### src/hw/led_sink_defines.vh
`ifndef LED_SINK_DEFINES_VH
`define LED_SINK_DEFINES_VH
// register offsets
`define REG_ENABLE_OFS 8'h00
`define REG_SUB_OFS 8'h01
`define REG_MAIN_OFS 8'h02
`define REG_FIFTH_OFS 8'h03
// enable register fields
`define EN_OLD_BIT 6
`define EN_MAIN_BIT 5
`define EN_SUB2_BIT 4
`define EN_SUB1_BIT 3
`define EN_FIFTH_BIT 2
`define CFG_HIGH_BIT 1
`define CFG_LOW_BIT 0
// writable bit masks, unused bits read zero
`define ENABLE_MASK 8'h7F
`define CODE_MASK 8'h3F
`define FIFTH_MASK 8'hFF
// reset values, all clear gives shutdown
`define ENABLE_RST 8'h00
`define SUB_RST 8'h00
`define MAIN_RST 8'h00
`define FIFTH_RST 8'h00
// fifth channel configuration codes
`define CFG_GROUPED 2'b01
`define CFG_AUX 2'b10
// pump policy codes
`define PUMP_FORCE_1X 2'b01
`define PUMP_FORCE_1P5X 2'b10
// auxiliary dimming percentages
`define AUX_PCT_0 7'd20
`define AUX_PCT_1 7'd40
`define AUX_PCT_2 7'd70
`define AUX_PCT_3 7'd100
// sink current scale: codes 0..15 step 0.1 mA, then 0.5 mA
`define FINE_CODE_LAST 6'd15
`define FINE_STEP_UA 16'd100
`define COARSE_STEP_UA 16'd500
`define FINE_TOP_UA 16'd1500
// device address, arbitrary value
`define DEV_ADDR_DEFAULT 7'h2A
`endif

### src/hw/led_sink_control_registers.v
// Functional notes
// - enable bit 4 drives sub sink two
// - enable bit 3 drives sub sink one
// - config 00 or 11 means shutdown, keep registers
// - config 01: active, fifth grouped, 25 mA
// - config 10: active, fifth aux, 80 mA
// - sub current code in bits 5..0
// - up to 1.5 mA step 0.1 mA
// - above 1.5 mA step 0.5 mA
// - main current code bits 5..0 sinks one-four
// - grouped fifth code from bits 7..2
// - aux dimming bits 3..2: 20/40/70/100 %
// - pump code 00 or 11 selects auto
// - pump code 01 forces 1x
// - pump code 10 forces 1.5x
// - open lamps never push auto pump to 1.5x while detection bit 6 is on
// - acknowledge every address, pointer and write byte once addressed; read bytes are acked by the master
`timescale 1ns/1ps
`include "led_sink_defines.vh"
module led_sink_control_registers #(
    parameter [6:0] DEV_ADDR = `DEV_ADDR_DEFAULT // arbitrary address value
) (
    // clock and reset
    input wire core_clk,
    input wire rst_n,
    // two-wire bus pins, open drain data
    input wire busClk,
    input wire busDataIn,
    output reg busDataOut,
    output reg busDataOe,
    // analogue side status
    input wire lowInput,
    input wire lampOpen,
    // sink enables
    output reg deviceActive,
    output reg open_lamp_detect_on,
    output reg main_bank_on,
    output reg sub_sink_one_on,
    output reg sub_sink_two_on,
    output reg fifth_channel_on,
    output reg fifthAux,
    // current settings in microamps, aux dimming in percent
    output reg [15:0] subCurrentUa,
    output reg [15:0] mainCurrentUa,
    output reg [15:0] fifthCurrentUa,
    output reg [6:0] auxDimPct,
    // pump ratio: 1 means 1.5x
    output reg pumpRatio1p5
);
    // bus engine states
    // the ignore state parks a frame that is not ours until the next start or stop
    localparam ST_IDLE = 3'd0;
    localparam ST_ADDR = 3'd1;
    localparam ST_REG = 3'd2;
    localparam ST_WDATA = 3'd3;
    localparam ST_RDATA = 3'd4;
    localparam ST_IGNORE = 3'd5;

    wire [1:0] lines; // synced {clk,data}
    reg sclPrev_q; // previous synced clock
    reg sdaPrev_q; // previous synced data
    reg [2:0] state_q; // bus state
    reg [3:0] bitCnt_q; // bit count, 8 = ack slot
    reg [7:0] shift_q; // shift register
    reg [7:0] ptr_q; // register pointer
    reg readDir_q; // current transfer is a read
    reg ackDrive_q; // holding data low for ack
    reg masterNack_q; // master refused read data

    // register file; all clear at reset, which decodes as shutdown
    // stored values are already masked, readback masks again for safety
    reg [7:0] enableReg_q;
    reg [7:0] subReg_q;
    reg [7:0] mainReg_q;
    reg [7:0] fifthReg_q;

    // pins come from outside, two flops each
    // clock and data share one synchroniser so their relative timing is kept
    line_sync #(.WIDTH(2)) u_sync (
        .core_clk(core_clk),
        .rst_n(rst_n),
        .asyncIn({busClk, busDataIn}),
        .syncOut(lines)
    );
    wire scl = lines[1];
    wire sda = lines[0];

    // edges seen on the sampled bus clock
    // reset to the idle high level so release of reset makes no false edge
    always @(posedge core_clk or negedge rst_n) begin
        if (!rst_n) begin
            sclPrev_q <= 1'b1;
            sdaPrev_q <= 1'b1;
        end else begin
            sclPrev_q <= scl;
            sdaPrev_q <= sda;
        end
    end
    wire sclRise = scl && !sclPrev_q;
    wire sclFall = !scl && sclPrev_q;
    // start and stop: data moves while clock high
    // both are checked ahead of the bit logic, so a frame can be cut anywhere
    wire startCond = scl && sclPrev_q && !sda && sdaPrev_q;
    wire stopCond = scl && sclPrev_q && sda && !sdaPrev_q;

    // readback; unused bits masked to zero
    // pointer values beyond the last register read as zero rather than alias
    reg [7:0] rdData;
    always @* begin
        case (ptr_q)
            `REG_ENABLE_OFS: rdData = enableReg_q & `ENABLE_MASK;
            `REG_SUB_OFS: rdData = subReg_q & `CODE_MASK;
            `REG_MAIN_OFS: rdData = mainReg_q & `CODE_MASK;
            `REG_FIFTH_OFS: rdData = fifthReg_q & `FIFTH_MASK;
            default: rdData = 8'h00; // unmapped reads zero
        endcase
    end

    // next shifter value, msb arrives first
    wire [7:0] rxByte = {shift_q[6:0], sda}; // byte complete on 8th rise

    // bus engine: sampling on rise, driving on fall
    // bitCnt_q 0..7 counts data bits, 8 marks the acknowledge slot;
    // the pin only ever changes one cycle after a seen fall (three after the clock pin falls), well inside
    // the low phase, so the data never moves while the bus clock is high
    always @(posedge core_clk or negedge rst_n) begin
        if (!rst_n) begin
            state_q <= ST_IDLE;
            bitCnt_q <= 4'd0;
            shift_q <= 8'h00;
            ptr_q <= 8'h00;
            readDir_q <= 1'b0;
            ackDrive_q <= 1'b0;
            masterNack_q <= 1'b0;
            enableReg_q <= `ENABLE_RST;
            subReg_q <= `SUB_RST;
            mainReg_q <= `MAIN_RST;
            fifthReg_q <= `FIFTH_RST;
            busDataOut <= 1'b0;
            busDataOe <= 1'b0;
        end else if (startCond) begin
            // start or repeated start: fresh address byte
            // the start's own clock fall also passes the fall logic below,
            // so the count begins one below zero and wraps to 0 there;
            // otherwise the address byte would close after seven bits
            state_q <= ST_ADDR;
            bitCnt_q <= 4'd15;
            ackDrive_q <= 1'b0;
            busDataOe <= 1'b0;
        end else if (stopCond) begin
            state_q <= ST_IDLE;
            ackDrive_q <= 1'b0;
            busDataOe <= 1'b0;
        end else if (state_q != ST_IDLE && state_q != ST_IGNORE) begin
            if (sclRise) begin
                if (bitCnt_q == 4'd8) begin
                    // ack slot: master answers on reads, unless we hold the line
                    if (!ackDrive_q && state_q == ST_RDATA) begin
                        masterNack_q <= sda;
                    end
                end else if (state_q != ST_RDATA) begin
                    // receive bit; during a read the shifter only moves on falls,
                    // sampling here too would skip every other outgoing bit
                    shift_q <= rxByte;
                end
            end else if (sclFall) begin
                if (bitCnt_q == 4'd7) begin
                    // byte just finished; decide ack
                    // a foreign address drops to ignore and never touches the pin
                    bitCnt_q <= 4'd8;
                    case (state_q)
                        ST_ADDR: begin
                            if (shift_q[7:1] == DEV_ADDR) begin
                                readDir_q <= shift_q[0];
                                ackDrive_q <= 1'b1;
                                busDataOe <= 1'b1;
                                busDataOut <= 1'b0;
                            end else begin
                                state_q <= ST_IGNORE; // not us, stay off bus
                            end
                        end
                        ST_REG: begin
                            ptr_q <= shift_q;
                            ackDrive_q <= 1'b1;
                            busDataOe <= 1'b1;
                            busDataOut <= 1'b0;
                        end
                        ST_WDATA: begin
                            // writes land only in used bits
                            case (ptr_q)
                                `REG_ENABLE_OFS: enableReg_q <= shift_q & `ENABLE_MASK;
                                `REG_SUB_OFS: subReg_q <= shift_q & `CODE_MASK;
                                `REG_MAIN_OFS: mainReg_q <= shift_q & `CODE_MASK;
                                `REG_FIFTH_OFS: fifthReg_q <= shift_q;
                                default: ; // unmapped write dropped
                            endcase
                            ptr_q <= ptr_q + 8'h01;
                            ackDrive_q <= 1'b1;
                            busDataOe <= 1'b1;
                            busDataOut <= 1'b0;
                        end
                        default: begin
                            // read byte sent; release for master ack
                            busDataOe <= 1'b0;
                            ptr_q <= ptr_q + 8'h01;
                        end
                    endcase
                end else if (bitCnt_q == 4'd8) begin
                    // end of ack slot
                    // pointer already moved on; the next read byte is fetched here
                    bitCnt_q <= 4'd0;
                    ackDrive_q <= 1'b0;
                    busDataOe <= 1'b0;
                    case (state_q)
                        ST_ADDR: begin
                            if (readDir_q) begin
                                state_q <= ST_RDATA;
                                busDataOe <= !rdData[7];
                                busDataOut <= 1'b0;
                                shift_q <= rdData;
                            end else begin
                                state_q <= ST_REG;
                            end
                        end
                        ST_REG: state_q <= ST_WDATA;
                        ST_WDATA: state_q <= ST_WDATA;
                        ST_RDATA: begin
                            if (masterNack_q) begin
                                // master ended read; leave data high
                                state_q <= ST_IGNORE;
                            end else begin
                                busDataOe <= !rdData[7];
                                busDataOut <= 1'b0;
                                shift_q <= rdData;
                            end
                        end
                        default: state_q <= ST_IGNORE;
                    endcase
                end else begin
                    bitCnt_q <= bitCnt_q + 4'd1;
                    if (state_q == ST_RDATA) begin
                        // next read bit, open drain: drive only zeros
                        busDataOe <= !shift_q[6];
                        busDataOut <= 1'b0;
                        shift_q <= {shift_q[6:0], 1'b0};
                    end
                end
            end
        end
    end

    // decoded configuration
    // shutdown only gates the outputs; the register file keeps its contents
    // so a host can leave shutdown without rewriting currents or policy
    wire [1:0] cfgCode = {enableReg_q[`CFG_HIGH_BIT], enableReg_q[`CFG_LOW_BIT]};
    wire activeNow = (cfgCode == `CFG_GROUPED) || (cfgCode == `CFG_AUX);
    wire auxNow = (cfgCode == `CFG_AUX);
    wire [1:0] pumpCode = fifthReg_q[1:0];

    // code to microamps: fine steps then coarse
    // code 15 is the top of the fine range, code 16 the first coarse step;
    // reported in microamps so both slopes stay exact integers
    function [15:0] code_to_ua;
        input [5:0] code;
        begin
            if (code <= `FINE_CODE_LAST) begin
                code_to_ua = {10'd0, code} * `FINE_STEP_UA;
            end else begin
                code_to_ua = `FINE_TOP_UA + {10'd0, code - `FINE_CODE_LAST} * `COARSE_STEP_UA;
            end
        end
    endfunction

    // aux dimming from two low code bits
    // upper code bits are ignored in aux mode; dimming is a fraction of 80 mA
    reg [6:0] auxPct;
    always @* begin
        case (fifthReg_q[3:2])
            2'b00: auxPct = `AUX_PCT_0;
            2'b01: auxPct = `AUX_PCT_1;
            2'b10: auxPct = `AUX_PCT_2;
            default: auxPct = `AUX_PCT_3;
        endcase
    end

    // pump decision; analogue flags sampled twice first
    // both flags come from comparators on their own timing, hence the flops;
    // the ratio itself is a request, the analogue stage does the switching
    reg [1:0] lowSync1_q; // first stage, only feeds second
    reg [1:0] lowSync2_q;
    always @(posedge core_clk or negedge rst_n) begin
        if (!rst_n) begin
            lowSync1_q <= 2'b00;
            lowSync2_q <= 2'b00;
        end else begin
            lowSync1_q <= {lowInput, lampOpen};
            lowSync2_q <= lowSync1_q;
        end
    end
    // open lamp blocks the auto move to 1.5x when detection on
    // an open path would otherwise look like a low input and waste power
    wire autoUp = lowSync2_q[1] && !(enableReg_q[`EN_OLD_BIT] && lowSync2_q[0]);
    reg pumpNext;
    always @* begin
        case (pumpCode)
            `PUMP_FORCE_1X: pumpNext = 1'b0;
            `PUMP_FORCE_1P5X: pumpNext = 1'b1;
            default: pumpNext = autoUp;
        endcase
    end

    // registered outputs; shutdown gates enables, aux and pump off, current values still follow the codes
    // one cycle of latency after the register write is the price of
    // glitch-free outputs; every enable is qualified by the active state
    always @(posedge core_clk or negedge rst_n) begin
        if (!rst_n) begin
            deviceActive <= 1'b0;
            open_lamp_detect_on <= 1'b0;
            main_bank_on <= 1'b0;
            sub_sink_one_on <= 1'b0;
            sub_sink_two_on <= 1'b0;
            fifth_channel_on <= 1'b0;
            fifthAux <= 1'b0;
            subCurrentUa <= 16'h0000;
            mainCurrentUa <= 16'h0000;
            fifthCurrentUa <= 16'h0000;
            auxDimPct <= 7'd0;
            pumpRatio1p5 <= 1'b0;
        end else begin
            deviceActive <= activeNow;
            open_lamp_detect_on <= activeNow && enableReg_q[`EN_OLD_BIT];
            main_bank_on <= activeNow && enableReg_q[`EN_MAIN_BIT];
            sub_sink_two_on <= activeNow && enableReg_q[`EN_SUB2_BIT];
            sub_sink_one_on <= activeNow && enableReg_q[`EN_SUB1_BIT];
            fifth_channel_on <= activeNow && enableReg_q[`EN_FIFTH_BIT];
            fifthAux <= auxNow;
            subCurrentUa <= code_to_ua(subReg_q[5:0]);
            mainCurrentUa <= code_to_ua(mainReg_q[5:0]);
            // grouped fifth uses bits 7..2; aux fixed at full scale 80 mA
            fifthCurrentUa <= auxNow ? 16'd0 : code_to_ua(fifthReg_q[7:2]);
            auxDimPct <= auxNow ? auxPct : 7'd0;
            pumpRatio1p5 <= activeNow && pumpNext;
        end
    end
endmodule // led_sink_control_registers

### src/hw/line_sync.v
`timescale 1ns/1ps
// two-stage synchroniser per bit
module line_sync #(
    parameter WIDTH = 2
) (
    // clock and reset
    input wire core_clk,
    input wire rst_n,
    // async in, synced out
    input wire [WIDTH-1:0] asyncIn,
    output wire [WIDTH-1:0] syncOut
);
    reg [WIDTH-1:0] stage1_q; // first stage, read only by stage2
    reg [WIDTH-1:0] stage2_q; // settled value
    genvar i;
    generate
        for (i = 0; i < WIDTH; i = i + 1) begin : g_bit
            // idle high lines reset to one
            always @(posedge core_clk or negedge rst_n) begin
                if (!rst_n) begin
                    stage1_q[i] <= 1'b1;
                    stage2_q[i] <= 1'b1;
                end else begin
                    stage1_q[i] <= asyncIn[i];
                    stage2_q[i] <= stage1_q[i];
                end
            end
        end
    endgenerate
    assign syncOut = stage2_q;
endmodule // line_sync

### config.mk
export PLATFORM = sky130hd
export DESIGN_NAME = led_sink_control_registers
export DESIGN_NICKNAME = d
export VERILOG_FILES = /design/src/hw/led_sink_control_registers.v /design/src/hw/line_sync.v
export VERILOG_INCLUDE_DIRS = /design/src /design/src/hw
export SDC_FILE = /design/constraint.sdc
export NUM_CORES = 1
export LEC_CHECK = 0
export BUFFER_PORTS_ARGS = -buffer_cell sky130_fd_sc_hd__clkbuf_2
export CAP_MARGIN = 0
export CORE_UTILIZATION = 50
export CTS_BUF_LIST = sky130_fd_sc_hd__clkbuf_2 sky130_fd_sc_hd__clkbuf_4 sky130_fd_sc_hd__clkbuf_8
export CTS_CLUSTER_DIAMETER = 60
export DETAILED_ROUTE_END_ITERATION = 7
export PLACE_DENSITY = 0.75
export SYNTH_ARGS = -nofsm -noshare
export SYNTH_HDL_FRONTEND = slang
export SYNTH_HIERARCHICAL = 1
export SYNTH_SLANG_ARGS = --single-unit
export TNS_END_PERCENT = 100
### constraint.sdc
create_clock -name core_clk -period 9.5 [get_ports core_clk]
set_clock_uncertainty 0.2 [all_clocks]
set_input_delay 0.475 -clock core_clk [delete_from_list [all_inputs] [get_ports core_clk]]
set_output_delay 0.475 -clock core_clk [all_outputs]
set_load 0.1 [all_outputs]
Word-level counts from Yosys, hierarchy flattened
Cells that the tools add are included.
W data, S select, Z words.
{ "op_classes": {"n_eq_ne": 35, "n_reduce_logical": 54, "multipliers": 6, "magnitude_cmp": 3, "bitwise": 4, "addsub": 8, "mux": 67} }
{ "op_table": {"columns": ["cell", "n"], "rows": [
  ["$mux W8", 9],
  ["$mux W16", 4],
  ["$add A11 B15 Y16 const A", 3],
  ["$reduce_and A8 Y1", 5],
  ["$mul A6 B7 Y13 const B", 3],
  ["$mul A6 B5 Y11 const B", 3],
  ["$mux W3", 11],
  ["$pmux W8 S2", 2],
  ["$pmux W8 S4", 1],
  ["$mux W4", 7],
  ["$mux W1", 24],
  ["$reduce_and A11 Y1", 2],
  ["$pmux W7 S3", 1],
  ["$reduce_bool A3 Y1", 7],
  ["$le A6 B4 Y1 const B", 3],
  ["$sub A6 B4 Y6 const B", 3],
  ["$logic_and A1 B1 Y1", 17],
  ["$eq A8 B2 Y1 const B", 2],
  ["$ne A3 B3 Y1 const B", 5],
  ["$reduce_and A7 Y1", 2],
  ["$pmux W1 S2", 6],
  ["$reduce_and A6 Y1", 2],
  ["$ne A5 B4 Y1 const B", 2],
  ["$pmux W3 S3", 1],
  ["30 further kinds", 52]
]} }
{ "totals": {"input_bits": 6, "ff_bits": 128} }

Longest topological paths before layout
{ "depth": {"ltp_word": 12, "mapped_depth": 19, "mapped_depth_nobuf": 18} }

Modules after synthesis
The synthesis kept the hierarchy.
{ "by_module_without_submodules": {"columns": ["module", "cells_each", "seq_area_each_um2", "area_each_um2", "n_inst"], "rows": [
  ["led_sink_control_registers", 1055, 2905.3, 10333.7, 1],
  ["line_sync", 4, 105.1, 105.1, 1]
]} }

Worst setup path after synthesis
OpenSTA, ideal clock, no wires.
{ "synth_timing": {"path_type": "reg-to-reg", "start": "register mainReg_q[4]", "end": "register mainCurrentUa[15]", "synth_period_minus_slack_ns": 5.060, "path_slack_ns": 4.440, "setup_time_ns": 0.086, "stages_incl_launch_ff": 18, "required_ns": 9.214, "arrival_time_ns": 4.774, "n_path_buf": 0, "path_cell_list": "dfrtp_1 inv_1 ha_1 a31oi_1 xnor2_1 inv_1 fa_1 inv_1 fa_1 fa_1 inv_1 ha_1 a21o_1 a22o_1 o32a_1 xnor2_1 or3_1 nor3_1"} }
{ "synth_between": {"elab_chain_cells": 4} }
{ "synth_rtl": {"columns": ["element", "line", "rtl"], "rows": [
  ["from (decl)", "led_sink_control_registers.v:74", "reg [7:0] mainReg_q;"],
  ["from (signal assigned)", "led_sink_control_registers.v:137", "mainReg_q <= `MAIN_RST;"],
  ["from (signal assigned)", "led_sink_control_registers.v:193", "`REG_MAIN_OFS: mainReg_q <= shift_q & `CODE_MASK;"],
  ["$sub A6 B4 Y6 (no line)", null, null],
  ["$mul A6 B7 Y13 (no line)", null, null],
  ["$add A11 B15 Y16 (no line)", null, null],
  ["$mux W16 *", "led_sink_control_registers.v:266", "if (code <= `FINE_CODE_LAST) begin"],
  ["to (signal assigned)", "led_sink_control_registers.v:338", "mainCurrentUa <= code_to_ua(mainReg_q[5:0]);"],
  ["to (decl)", "led_sink_control_registers.v:44", "output reg [15:0] mainCurrentUa,"]
]} }
Every way passes the cells marked *; elsewhere a longest branch is shown, timed or not.
A chain may end at the register's enable or synchronous reset.

Final worst setup path
{ "layout_timing": {"start": "register subReg_q[0]", "end": "register subCurrentUa[14]"} }
{ "layout_between": {"elab_chain_cells": 4} }
{ "layout_rtl": {"columns": ["element", "line", "rtl"], "rows": [
  ["from (decl)", "led_sink_control_registers.v:73", "reg [7:0] subReg_q;"],
  ["from (signal assigned)", "led_sink_control_registers.v:136", "subReg_q <= `SUB_RST;"],
  ["from (signal assigned)", "led_sink_control_registers.v:192", "`REG_SUB_OFS: subReg_q <= shift_q & `CODE_MASK;"],
  ["$sub A6 B4 Y6 (no line)", null, null],
  ["$mul A6 B7 Y13 (no line)", null, null],
  ["$add A11 B15 Y16 (no line)", null, null],
  ["$mux W16 *", "led_sink_control_registers.v:266", null],
  ["to (signal assigned)", "led_sink_control_registers.v:337", "subCurrentUa <= code_to_ua(subReg_q[5:0]);"],
  ["to (decl)", "led_sink_control_registers.v:43", "output reg [15:0] subCurrentUa,"]
]} }
Marked as above.

==> results.md <==
* Cell family with most CP delay: adder cells
* Peak fanout along the critical path at 13
* Cells after Synth at between 1000 and 1500
* #FFs+latches synth at between 100 and 150
* Post-CTS Setup Inserts at 0
* Number of flops mapped to enable cells by yosys at 0
* CP max-delay cell: dfrtp_1
* Met1 wire length at 10100 um
* DRC at 0
* Post-layout minimum cycle time at approximately 5.6 ns
* Hold Fails Final Rpt at 0
* Clk slew on worst S/H paths at about 0.09 ns
* Vias at 7614
* Largest net degree at the start of global routing at 63
* DRT Pass-1 Iters at 5
* Peak supply drop at 0.0912 mV
* Clock H-tree levels at 4
* Distinct cells, synth at 83
* TritonCTS clock tree: yes
* R2R cell count at 16
* Final setup viols at 0
* WL met2 at a little under 10000 um
* Reg-to-Reg Start: subReg_q[0]
* Post-Synth Simple-Gate Area at 0.127
* Worst skew pair latency at 0.46 ns
* Drt wl/cell at 14.8 um
* Worst hold path class: reg -> reg
* Most common cell after layout, fill and taps aside: ha_1
* # port buffers at 62
* Hold Path Origin: lowSync1_q[1]
* RSZ-0062 raised after global routing: no
* Commonest cells after routing, fill and taps aside: ha_1, inv_1, dfrtp_1
* Nets@finish at about 1300
* PD cells at ~170 mW/mm^2
* Syn_area_per_cell at 9.86 sq um
* Crit path kind: reg -> reg
* Critical Path AT at 5.78 ns
* Design area at approximately 0.011 sq mm
* Vias per cell at 5.39
* Post-Synth Adder-Cell Area at 0.264
* Core Region at 0.0204 sq mm
* Clk buf depth at 2
* Fin crit share at 0.590
* Antenna cell count at 0
* Area Growth Syn to Fin at 9.84%
* Die width at about 150 um
* Sequential area share after synthesis at 0.288
* FFs w/ async S/R, synth at 1.00
* Worst Path Buf+Inv at 3
* Max cap viols at 0
* FF-to-FF setup slack at ~3.9 ns
* Max layer used: met4
* Initial DRC Count at 431
* Met3 Routed Length at about 680 um
* Netlist Area Pre-Place at roughly 0.010 sq mm
* Type of origin of the critical path: flip-flop
* Final TNS setup at 0 ns
* Status: completed
* Fillers at 1748
* Share of layout cells above drive strength 1 at 0.130
* Initial antenna violation count at 0
* Post-DP HPWL at 16000 um
* Synth Area in XOR/XNOR at 0.0638
* CP Capture Type: flip-flop
* Clock sink count at between 100 and 150
* Initial Utilization at 0.513
* Post-Route WL at about 21000 um
* Synth Area in Compound Gates at 0.136
* Capturing point of the worst reg2reg path: subCurrentUa[14]
* Tot GR Track Use at 0.207
* Detail Route Antenna Nets at 0
* DIE AREA at 0.0215 sq mm
* Hold worst-path end: lowSync2_q[1]
* WHS Path Cells at 0
* Row cnt at 52
* Post-synth top flop: dfrtp_1
* Gr ovfl total at 0
* Routability Congestion at roughly 0.84
* Vias in the first global route at ~7600
* Number of CTS-inserted buffers at 17
* Main combinational cell family by area after synthesis: adder cells
* Cell Chain, Critical Path: ha_1 > nand2_1 > xnor2_1 > inv_1 > fa_1 > inv_1 > fa_1 > fa_1 > inv_1 > ha_1 > a211oi_1 > o21ai_0 > a22oi_1 > nand3_1 > o211ai_1 > nor3b_1
* CP max stage delay at approximately 0.63 ns
* Worst EP required at between 9 and 10 ns
* Post-Place Cell Area at 0.0110 sq mm
* CTS root buf: clkbuf_8
* Final hold slack at approximately 0.16 ns
* Slew Limit Headroom at 0.443
* Leak pwr at 6.01 nW
* Max Freq at approximately 180 MHz
* Final Slew Violations at 0
* Num ports at 71
* Die Y at 146 um
* Least-Margin Pin Slew at roughly 0.83 ns
* Yosys warning count at 6
* First-pass GRT wire length at 36200 um
* Post-synthesis mux area share at 0.0585
* Post-cts repair resize count at 0
worst max-delay path by stage:
stage	depth (start not counted)	to	from	slack (ns)
3_5_place_dp	16	mainCurrentUa[15]	mainReg_q[0]	3.90
4_1_cts	16	mainCurrentUa[15]	mainReg_q[0]	3.85
6_report	16	subCurrentUa[14]	subReg_q[0]	3.89
5_1_grt	16	fifthCurrentUa[14]	fifthReg_q[2]	3.47
2_1_floorplan	17	mainCurrentUa[15]	mainReg_q[4]	4.44
3_3_place_gp	16	mainCurrentUa[15]	mainReg_q[0]	4.07
where the power goes:
group / internal (mW) / leakage [nW] / switching [mW]
sequential: 0.565 / 1.62 / 0.0833
combinational: 0.317 / 4.19 / 0.538
clock: 0.268 / 0.202 / 0.228
total: 1.15 / 6.01 / 0.849
what timing repair did:
item / in CTS / in global routing
setup endpoints to repair: 0 / 0
hold endpoints to repair: 62 / 0
hold buffers: 5 / 0
registers in the layout, indices dropped and copies added, names as in the netlist, 2 cells and up:
name / flops
fifthCurrentUa: 14
lowSync2_q: 2
fifthReg_q: 8
ptr_q: 8
lowSync1_q: 2
bitCnt_q: 4
enableReg_q: 7
u_sync/syncOut: 2
u_sync/stage1_q: 2
subReg_q: 6
mainReg_q: 6
shift_q: 8
state_q: 3
subCurrentUa: 14
mainCurrentUa: 14
auxDimPct: 6
cell families after synthesis:
kind of cell,Yosys count
adders and majority gates,197
muxes,46
and+or+nand+nor,243
AOI/OAI and AO/OA,216
xor gates and xnor gates,76
buffers and inverters,160
DFF,120
other,1
area by class of cell:
class / instances / area, sq um / area share
repair buffers: 69 / 378 / 0.0330
multi-input cells: 786 / 6810 / 0.594
clock inverters: 14 / 174 / 0.0152
clock buffers: 18 / 248 / 0.0216
flip-flops and latches: 120 / 3010 / 0.263
well taps: 270 / 338 / 0.0295
inverters: 135 / 507 / 0.0442
routing by layer:
metal / global-route usage / vias to the layer above
met5: 0 / -
met4: 0.0667 / 0
met3: 0.0347 / 33
met2: 0.331 / 155
met1: 0.284 / 3642
li1: - / 3784
cell usage after synthesis (9+ instances only):
library cell / n / area [sq um]
a21o_1: 16 / 120
a21oi_1: 57 / 285
a221oi_1: 11 / 96.3
and2_1: 9 / 56.3
and3_1: 13 / 81.3
buf_2: 10 / 50.1
dfrtp_1: 114 / 2850
fa_1: 39 / 781
ha_1: 158 / 1980
inv_1: 133 / 499
mux2_1: 10 / 113
mux2_4: 27 / 405
nand2_1: 68 / 255
nand3_1: 18 / 90.1
nor2_1: 50 / 188
nor2b_1: 13 / 81.3
nor3_1: 14 / 70.1
o21a_1: 11 / 82.6
o21ai_0: 41 / 205
o21ai_1: 11 / 55.1
xnor2_1: 43 / 377
xor2_1: 33 / 289
through the flow:
stage / utilization / setup slack, ns / total power [mW] / std cells
6_report: 0.563 / 3.89 / 2.00 / 1412
2_1_floorplan: - / 4.44 / 1.33 / 1066
5_1_grt: 0.563 / 3.47 / 2.13 / 1412
4_1_cts: 0.563 / 3.85 / 2.01 / 1412
3_5_place_dp: 0.540 / 3.90 / 1.50 / 1375
3_3_place_gp: 0.540 / 4.07 / 1.48 / 1375
Power figures use the tool's default switching activity.
